**config.mk**
```make
export PLATFORM = sky130hd
export DESIGN_NAME = pss_status_regs
export DESIGN_NICKNAME = d
export VERILOG_FILES = /design/src/pss_status_regs.v
export VERILOG_INCLUDE_DIRS = /design/src
export SDC_FILE = /design/constraint.sdc
export NUM_CORES = 1
export LEC_CHECK = 0
export BUFFER_PORTS_ARGS = -buffer_cell sky130_fd_sc_hd__buf_4
export CORE_UTILIZATION = 30
export CTS_CLUSTER_DIAMETER = 40
export DETAILED_ROUTE_END_ITERATION = 10
export GPL_ROUTABILITY_DRIVEN = 1
export GPL_TIMING_DRIVEN = 0
export HOLD_SLACK_MARGIN = 0.15
export PLACE_DENSITY = 0.52
export SYNTH_ARGS = -nofsm -noshare
export SYNTH_HDL_FRONTEND = slang
export SYNTH_SLANG_ARGS = --single-unit
```
**constraint.sdc**
```tcl
create_clock -name i_clock -period 1.7 [get_ports i_clock]
set_input_delay 0.085 -clock i_clock [delete_from_list [all_inputs] [get_ports i_clock]]
set_output_delay 0.085 -clock i_clock [all_outputs]
set_load 0.01 [all_outputs]
```
**src/pss_defs.vh**
```
// register offsets, field positions and reset values of the status/result bank
`ifndef PSS_DEFS_VH
`define PSS_DEFS_VH

`define PSS_ADDR_W          8
`define PSS_OFF_INT_SRC     8'h25
`define PSS_OFF_FIFO_STAT   8'h26
`define PSS_OFF_SAMPLE_FLG  8'h27
`define PSS_OFF_PRESS_LOW   8'h28
`define PSS_OFF_PRESS_MID   8'h29
`define PSS_OFF_PRESS_HIGH  8'h2a
`define PSS_OFF_TEMP_LOW    8'h2b
`define PSS_OFF_TEMP_HIGH   8'h2c
`define PSS_OFF_FILT_RESET  8'h33
`define PSS_OFF_FIFO_CTRL   8'h14

`define PSS_BIT_BOOT        7
`define PSS_BIT_INT_ACTIVE  2
`define PSS_BIT_LOW_EVENT   1
`define PSS_BIT_HIGH_EVENT  0
`define PSS_BIT_WATERMARK   7
`define PSS_BIT_OVERWRITTEN 6
`define PSS_BIT_T_OVERRUN   5
`define PSS_BIT_P_OVERRUN   4
`define PSS_BIT_T_READY     1
`define PSS_BIT_P_READY     0

`define PSS_FIFO_FULL       6'h20
`define PSS_OFFSET_SHIFT    8
`define PSS_READ_ZERO       8'h00

`endif

```
**src/pss_status_regs.v**
```verilog
// status and result register bank of a barometric pressure sensor
`timescale 1ns/1ps
// =====================================================================
// What this block does
// bit 7 shows boot in progress
// interrupt-active set when any event raised
// bit 1 reports low pressure event
// bit 0 reports high pressure event
// watermark flag when fill level reaches watermark
// overwritten flag when full and sample lost
// six-bit unread sample count, 32 means full
// temperature overrun when unread sample replaced
// pressure overrun when unread sample replaced
// temperature ready flag on new sample
// pressure ready flag on new sample
// sample flags refreshed each output period
// 24-bit pressure over 28h to 2Ah
// pressure result is measured minus offset
// offset scaled by 256 before subtract
// 16-bit temperature at 2Bh and 2Ch
// reading 33h resets the lowpass filter
// watermark level is five bits at 14h
// multi-byte results held coherent during reads
module pss_status_regs
(
	input  wire        i_clock,
	input  wire        i_rstn,
	input  wire        i_rd_en,
	input  wire [7:0]  i_rd_addr,
	output reg  [7:0]  o_rd_data,
	input  wire        i_boot_busy,
	input  wire        i_low_pressure_event,
	input  wire        i_high_pressure_event,
	input  wire        i_pressure_lowpass_filter,
	input  wire [4:0]  i_watermark_level,
	input  wire [5:0]  i_fifo_fill_level,
	input  wire        i_fifo_overwritten,
	input  wire        i_output_rate_tick,
	input  wire        i_press_valid,
	input  wire [23:0] i_press_measured,
	input  wire        i_temp_valid,
	input  wire [15:0] i_temp_measured,
	input  wire [15:0] i_pressure_offset,
	output wire        o_filter_reset
);
`include "pss_defs.vh"

// =====================================================================
// register state
reg         press_pend_reg;
reg         temp_pend_reg;
reg         press_ready_reg;
reg         temp_ready_reg;
reg         press_overrun_reg;
reg         temp_overrun_reg;
reg  [23:0] press_result_reg;
reg  [15:0] temp_result_reg;
reg  [23:0] press_hold_reg;
reg  [15:0] temp_hold_reg;
reg         press_lock_reg;
reg         temp_lock_reg;

// =====================================================================
// next values
reg         press_pend_next;
reg         temp_pend_next;
reg         press_ready_next;
reg         temp_ready_next;
reg         press_overrun_next;
reg         temp_overrun_next;
reg  [23:0] press_hold_next;
reg  [15:0] temp_hold_next;
reg         press_lock_next;
reg         temp_lock_next;
reg  [7:0]  rd_data_next;

wire [23:0] offset_scaled;
wire [23:0] press_diff;
wire        rd_p_low;
wire        rd_p_high;
wire        rd_t_low;
wire        rd_t_high;
wire        watermark_hit;
wire        any_event;

// =====================================================================
// pressure arithmetic
assign offset_scaled = {i_pressure_offset, 8'h00};
assign press_diff    = i_press_measured - offset_scaled;

// =====================================================================
// read decode
assign rd_p_low  = i_rd_en && (i_rd_addr == `PSS_OFF_PRESS_LOW);
assign rd_p_high = i_rd_en && (i_rd_addr == `PSS_OFF_PRESS_HIGH);
assign rd_t_low  = i_rd_en && (i_rd_addr == `PSS_OFF_TEMP_LOW);
assign rd_t_high = i_rd_en && (i_rd_addr == `PSS_OFF_TEMP_HIGH);
assign o_filter_reset = i_rd_en && i_pressure_lowpass_filter
	&& (i_rd_addr == `PSS_OFF_FILT_RESET);

// equal-or-above reading taken for the watermark flag
assign watermark_hit = (i_fifo_fill_level >= {1'b0, i_watermark_level});
assign any_event   = i_low_pressure_event || i_high_pressure_event;

// =====================================================================
// pressure pending sample, a tick consumes it
always @*
begin
	press_pend_next = press_pend_reg;
	if (i_output_rate_tick)
		press_pend_next = 1'b0;
	else if (i_press_valid)
		press_pend_next = 1'b1;
end

// =====================================================================
// temperature pending sample, a tick consumes it
always @*
begin
	temp_pend_next = temp_pend_reg;
	if (i_output_rate_tick)
		temp_pend_next = 1'b0;
	else if (i_temp_valid)
		temp_pend_next = 1'b1;
end

// =====================================================================
// pressure flags, tick wins over a high byte read
always @*
begin
	press_ready_next   = press_ready_reg;
	press_overrun_next = press_overrun_reg;
	if (i_output_rate_tick)
	begin
		if (press_pend_reg || i_press_valid)
		begin
			press_overrun_next = press_ready_reg;
			press_ready_next   = 1'b1;
		end
	end
	else if (rd_p_high)
	begin
		press_ready_next   = 1'b0;
		press_overrun_next = 1'b0;
	end
end

// =====================================================================
// temperature flags, tick wins over a high byte read
always @*
begin
	temp_ready_next   = temp_ready_reg;
	temp_overrun_next = temp_overrun_reg;
	if (i_output_rate_tick)
	begin
		if (temp_pend_reg || i_temp_valid)
		begin
			temp_overrun_next = temp_ready_reg;
			temp_ready_next   = 1'b1;
		end
	end
	else if (rd_t_high)
	begin
		temp_ready_next   = 1'b0;
		temp_overrun_next = 1'b0;
	end
end

// =====================================================================
// sample and flag registers
always @(posedge i_clock)
begin
	if (!i_rstn)
	begin
		press_pend_reg    <= 1'b0;
		temp_pend_reg     <= 1'b0;
		press_ready_reg   <= 1'b0;
		temp_ready_reg    <= 1'b0;
		press_overrun_reg <= 1'b0;
		temp_overrun_reg  <= 1'b0;
		press_result_reg  <= 24'h000000;
		temp_result_reg   <= 16'h0000;
	end
	else
	begin
		press_pend_reg    <= press_pend_next;
		temp_pend_reg     <= temp_pend_next;
		press_ready_reg   <= press_ready_next;
		temp_ready_reg    <= temp_ready_next;
		press_overrun_reg <= press_overrun_next;
		temp_overrun_reg  <= temp_overrun_next;
		if (i_press_valid)
			press_result_reg <= press_diff;
		if (i_temp_valid)
			temp_result_reg <= i_temp_measured;
	end
end

// =====================================================================
// pressure snapshot for coherent multi-byte reads
always @*
begin
	press_hold_next = press_hold_reg;
	press_lock_next = press_lock_reg;
	if (rd_p_low)
	begin
		press_hold_next = press_result_reg;
		press_lock_next = 1'b1;
	end
	else if (rd_p_high)
		press_lock_next = 1'b0;
end

// =====================================================================
// temperature snapshot for coherent multi-byte reads
always @*
begin
	temp_hold_next = temp_hold_reg;
	temp_lock_next = temp_lock_reg;
	if (rd_t_low)
	begin
		temp_hold_next = temp_result_reg;
		temp_lock_next = 1'b1;
	end
	else if (rd_t_high)
		temp_lock_next = 1'b0;
end

// =====================================================================
// snapshot registers
always @(posedge i_clock)
begin
	if (!i_rstn)
	begin
		press_hold_reg <= 24'h000000;
		temp_hold_reg  <= 16'h0000;
		press_lock_reg <= 1'b0;
		temp_lock_reg  <= 1'b0;
	end
	else
	begin
		press_hold_reg <= press_hold_next;
		temp_hold_reg  <= temp_hold_next;
		press_lock_reg <= press_lock_next;
		temp_lock_reg  <= temp_lock_next;
	end
end

// =====================================================================
// read data mux
always @*
begin
	rd_data_next = `PSS_READ_ZERO;
	case (i_rd_addr)
		`PSS_OFF_INT_SRC:
		begin
			rd_data_next[`PSS_BIT_BOOT]       = i_boot_busy;
			rd_data_next[`PSS_BIT_INT_ACTIVE] = any_event;
			rd_data_next[`PSS_BIT_LOW_EVENT]  = i_low_pressure_event;
			rd_data_next[`PSS_BIT_HIGH_EVENT] = i_high_pressure_event;
		end
		`PSS_OFF_FIFO_STAT:
		begin
			rd_data_next[`PSS_BIT_WATERMARK] = watermark_hit;
			rd_data_next[`PSS_BIT_OVERWRITTEN] = i_fifo_overwritten
				&& (i_fifo_fill_level == `PSS_FIFO_FULL);
			rd_data_next[5:0] = i_fifo_fill_level;
		end
		`PSS_OFF_SAMPLE_FLG:
		begin
			rd_data_next[`PSS_BIT_T_OVERRUN] = temp_overrun_reg;
			rd_data_next[`PSS_BIT_P_OVERRUN] = press_overrun_reg;
			rd_data_next[`PSS_BIT_T_READY]   = temp_ready_reg;
			rd_data_next[`PSS_BIT_P_READY]   = press_ready_reg;
		end
		`PSS_OFF_PRESS_LOW:
			rd_data_next = press_result_reg[7:0];
		`PSS_OFF_PRESS_MID:
			rd_data_next = press_lock_reg ? press_hold_reg[15:8]
				: press_result_reg[15:8];
		`PSS_OFF_PRESS_HIGH:
			rd_data_next = press_lock_reg ? press_hold_reg[23:16]
				: press_result_reg[23:16];
		`PSS_OFF_TEMP_LOW:
			rd_data_next = temp_result_reg[7:0];
		`PSS_OFF_TEMP_HIGH:
			rd_data_next = temp_lock_reg ? temp_hold_reg[15:8]
				: temp_result_reg[15:8];
		default:
			rd_data_next = `PSS_READ_ZERO;
	endcase
end

// =====================================================================
// read data register, holds until the next read
always @(posedge i_clock)
begin
	if (!i_rstn)
		o_rd_data <= `PSS_READ_ZERO;
	else if (i_rd_en)
		o_rd_data <= rd_data_next;
end

endmodule // pss_status_regs

```
# Yosys cells after proc, flatten, opt, wreduce, memory -nomap -nowiden
# Cells that the tools add are included.
[op_classes] n_reduce_logical=17 mux=21 n_lt_le_gt_ge=1 eq_ne=12 n_addsub=1 n_bitwise=1
[ops] cell="$eq 8x6->1 const B" n=9
[ops] cell="$mux 8" n=3
[ops] cell="$sub 24x24->24" n=1
[ops] cell="$pmux 2 s8" n=1
[ops] cell="$pmux 1 s7" n=2
[ops] cell="$pmux 2 s7" n=1
[ops] cell="$mux 1" n=12
[ops] cell="$pmux 1 s6" n=2
[ops] cell="$reduce_bool 2->1" n=4
[ops] cell="$logic_and 1x1->1" n=7
[ops] cell="$eq 6x6->1 const B" n=1
[ops] cell="$ge 6x5->1" n=1
[ops] cell="$ne 2x1->1 const B" n=2
[ops] cell="$reduce_and 2->1" n=2
[ops] cell="$logic_or 1x1->1" n=3
[ops] cell="$reduce_or 2->1" n=1
[ops] cell="$not 1->1" n=1
[totals] output_inout_bits=9 register_bits=96 input_bits=86 wordCells=66

# Logic depth before layout (Yosys ltp)
[depth] depth_word=4 mapped_depth=9 depth_no_buf=9

# Worst setup path after synthesis
# OpenSTA, ideal clock, no wires.
[synth_path] path_kind="input-to-reg" from="input i_press_measured[8]" to="register press_result_reg[20]" n_path_buf=0 stages=9 path_slack_ps=-194 arrival_time_ps=1815 setup_time_ps=79 required_time_ps=1621 path_cell_list="inv_1 ha_1 fa_1 nor2b_1 o2111ai_1 a31oi_2 nor2_2 or4_1 o211ai_1"
[synth_via] elab_chain_cells=1
[synth_rtl] item="start: declaration" line="pss_status_regs.v:40" source="input wire [23:0] i_press_measured,"
[synth_rtl] item="$sub 24x24->24" line="pss_status_regs.v:89" source="assign press_diff = i_press_measured - offset_scaled;"
[synth_rtl] item="end signal: assignment" line="pss_status_regs.v:192" source="press_result_reg <= press_diff;"
[synth_rtl] item="end: declaration" line="pss_status_regs.v:56" source="reg [23:0] press_result_reg;"
# Every way passes these cells.
# A chain may end at the register's enable or synchronous reset.

# Worst setup path in the final report
[layout_path] from="register press_lock_reg" to="register o_rd_data[4]"
[layout_via] elab_chain_cells=2 elab_cells_between_ends=3 classes_between="3 x mux"
[layout_rtl] item="start: declaration" line="pss_status_regs.v:60" source="reg press_lock_reg;"
[layout_rtl] item="start signal: assignment" line="pss_status_regs.v:243" source="press_lock_reg <= press_lock_next;"
[layout_rtl] item="$mux 8, on equally long branches" line="pss_status_regs.v:281, pss_status_regs.v:278"
[layout_rtl] item="$pmux 2 s7 *" line="pss_status_regs.v:253" source="case (i_rd_addr)"
[layout_rtl] item="end signal: assignment" line="pss_status_regs.v:298" source="o_rd_data <= `PSS_READ_ZERO;"
[layout_rtl] item="end signal: assignment" line="pss_status_regs.v:300" source="o_rd_data <= rd_data_next;"
[layout_rtl] item="end: declaration" line="pss_status_regs.v:30" source="output reg [7:0] o_rd_data,"
# Mark *: on every way between the ends. The rest lies on a longest branch, timed or not.

==> impl_metrics.py <==
metrics = {
    "placed_design": {
        "place_hpwl_um": 10800,
        "port_buffers": 93,
        "gp_congestion": 0.837,
    },
    "final_layout": {
        "largest_register_ffs": 24,
        "final_core_util_pct": 42.5,
        "synthToLayoutAreaGrowth_pct": 36.6,
        "num-nets-final": 781,
        "drive_gt1_share_pct": 23.3,
        "insertedDiodeCount": 0,
    },
    "sta": {
        "worstMarginPinSlew_ns": 0.913,
        "rsz0062_at_grt": "yes",
        "finalHoldViolations": 0,
        "setup_viol_count_final": 3,
        "period_minus_slack_ns": 1.74,
        "relSlewSlack_pct": 39.1,
        "slew_violations": 0,
        "fmax_mhz": 574,
        "skew_ns": 0.00848,
        "timing.final.crit_share_pct": 103,
        "layout_setup_ws_ns": -0.0433,
    },
    "cts": {
        "clk_path_buf_depth": 2,
        "clock-sinks": 80,
        "cts_tree": "done",
        "cts_root_buf": "clkbuf_16",
        "cts_buffers": 9,
        "clk_pin_slew_ns": 0.07,
        "htreeDepth": 3,
        "clock_latency_ns": 0.33,
    },
    "worst_setup_path": {
        "critical-path-max-stage-delay_ns": 0.49,
        "crit_chain": "buf_6 > mux2_1 > mux4_2 > nand2_2 > o221ai_2 > a22o_1",
        "worstSetupStartpointType": "flop",
        "slowest_stage": "mux4_2",
        "cp.arrival_ns": 1.97,
        "critPathRequiredTime_ns": 1.92,
        "crit_path_end_kind": "flop",
        "crit_type": "flop to flop",
        "crit_fanout": 7,
    },
    "global_route": {
        "busiest_layer": "met2",
        "grt_start_max_net_pins": 15,
        "use_met2_pct": 30.1,
        "grtUsageTotal_pct": 17.8,
        "antenna_found_initial": 0,
        "first_global_vias": 4232,
        "grt_pass1_wl_um": 22500,
        "use_met3_pct": 2.75,
        "grtUsageMet1_pct": 23.1,
        "grt.overflow.total": 0,
    },
    "die": {
        "design.die.area_um2": 16400,
        "placementRows": 45,
        "core-area_um2": 15300,
        "start_util_pct": 31.1,
        "die_x_um": 128,
        "die_h_um": 128,
        "io_pins": 95,
    },
    "power_and_ir_drop": {
        "switching_share_pct": 26.8,
        "p_sw_mw": 1.33,
        "power_mw": 4.98,
        "intPower_mw": 3.65,
        "powerDensity_nw_per_um2": 766,
        "p_clk_share_pct": 39.5,
        "ir_drop_mv": 0.477,
        "power_leakage_nw": 2.74,
        "power_frac_seq_pct": 40.9,
        "share_comb_of_total_power_pct": 19.6,
    },
    "routing": {
        "ant_nets": 0,
        "drt-total-wl_um": 14200,
        "via_per_inst": 4.90,
        "drt_iter0_drc": 304,
        "drc_errors": 0,
        "wl_per_cell_um": 16.0,
        "vias": 4359,
        "firstDrtPassIters": 4,
    },
    "yosys": {
        "ys_warn_count": 0,
        "synth_simple_gate_area_share_pct": 20.6,
        "synthArstFlopShare_pct": 0,
        "synth_top_cell_area_share_pct": 33.7,
        "synth-edff-count": 0,
        "synth.most_common_cell": "dfxtp_1",
        "synthAdderAreaFrac_pct": 5.68,
        "syn_avg_cell_area_um2": 8.83,
        "synth_area_um2": 4760,
        "synth_compound_area_share_pct": 16.2,
        "postSynthNetCount": 646,
        "synthFlopType": "dfxtp_1",
        "synth.top_cells.by_area": "dfxtp_1 34%, mux2i_1 13%, nor2b_1 7.6%",
        "synth_seq_cells": 80,
        "synth-xor-area-share_pct": 2.02,
        "postSynthCellCount": 539,
        "post-synth-top-area-cell": "dfxtp_1",
        "synthTopCellsByCount": "80 x dfxtp_1, 60 x mux2i_1, 58 x nor2b_1",
        "synth_top_family_by_area": "simple AND/OR/NAND/NOR gates",
        "muxShareOfSynthArea_pct": 16.2,
        "yosysUniqueCellTypes": 62,
        "synth-seq-area-share_pct": 33.7,
    },
    "status": {
        "status": "finished with violations",
        "violations": "negative setup slack",
    },
    "job": {
        "drv_cap": 0,
    },
    "worst_hold_path": {
        "hold_path.class": "input pin to flop",
    },
}
[kinds of logic (layout without fill, tap and decap cells)]
| kind of cell | Yosys count | after routing |
|---|---|---|
| XOR/XNOR | 11 | 11 |
| adder cells (fa/ha/maj) | 21 | 21 |
| AO/OA/AOI/OAI | 116 | 116 |
| multiplexers | 72 | 72 |
| flip-flops | 80 | 80 |
| buffers and inverters | 61 | 201 |
| AND/OR/NAND/NOR | 178 | 178 |
[cell type report]
class                   count  area, µm²
flip-flops and latches     80       1600
plain buffers              33        176
clock inverters             6       68.8
inverters                  27        114
fillers                  1560       8810
repair buffers            125       1020
multi-input cells         398       3010
clock buffers              10        239
well taps                 211        264
[path summary, 6_finish.rpt]
check,from,endpoint,slack [ns],depth (start not counted)
max,press_lock_reg,o_rd_data[4],-0.04,6
min,i_press_measured[23],press_result_reg[23],0.17,4
max reg2reg,press_lock_reg,o_rd_data[4],-0.04,6
min reg2reg,temp_hold_reg[15],temp_hold_reg[15],0.45,2
[power groups by stage]
| stage | Combinational, mW | Clock [mW] | Sequential, mW |
|---|---|---|---|
| finish | 0.976 | 1.97 | 2.04 |
| global route | 1.08 | 2.10 | 2.05 |
| CTS | 0.946 | 2.01 | 2.04 |
| detailed placement | 0.875 | 0 | 2.08 |
| global placement | 0.865 | 0 | 2.07 |
| floorplan | 0.541 | 0 | 2.04 |
[metrics by stage]
step                      TNS, ns  cells  cell area, µm²  hold WS, ns  setup slack (ns)
final                      -0.116    890            6500        0.172           -0.0433
after global routing       -0.469    890            6500        0.210            -0.106
after CTS                  -0.137    887            6410        0.164           -0.0395
after detailed placement    -3.70    843            5760        0.350            -0.407
after global placement      -3.72    843            5760        0.340            -0.385
after floorplan            -0.122    539            4790        0.241           -0.0953
[layout by cell type (no fill, tap or decap), drive strengths merged, types with 7 or more instances in the layout]
cell type and count:
mux2i 60, inv 27, nor2 24, mux2 9, o211ai 8, dfxtp 80
o21ai 30, nand2 48, a221oi 7, a21boi 12, dlygate4sd3 29, nand3 8
buf 110, clkbuf 29, nor2b 58, nand4 11, xnor2 10, a21oi 24
ha 20
[worst max-delay path: cells and delay by family (launching register included)]
family,cells,cell delay (ns)
AO/OA/AOI/OAI,2,0.26
flip-flops,1,0.33
buffers and inverters,1,0.14
multiplexers,2,0.82
AND/OR/NAND/NOR,1,0.08
[routing by layer]
layer  share of wire, %  wire [µm]
met4                1.9        269
met3                4.3        614
met5                  0          0
met1                 46       6570
met2                 48       6790
[what timing repair did]
| action | CTS | global route |
|---|---|---|
| resized for setup | 14 | 18 |
| pin swaps | 5 | 11 |
| endpoints found under the setup margin | 8 | 9 |
| hold endpoints to repair | 33 | 0 |
| hold buffers | 29 | 0 |
| buffers inserted | 0 | 3 |
No activity file was read; power rests on OpenSTA's default activity.
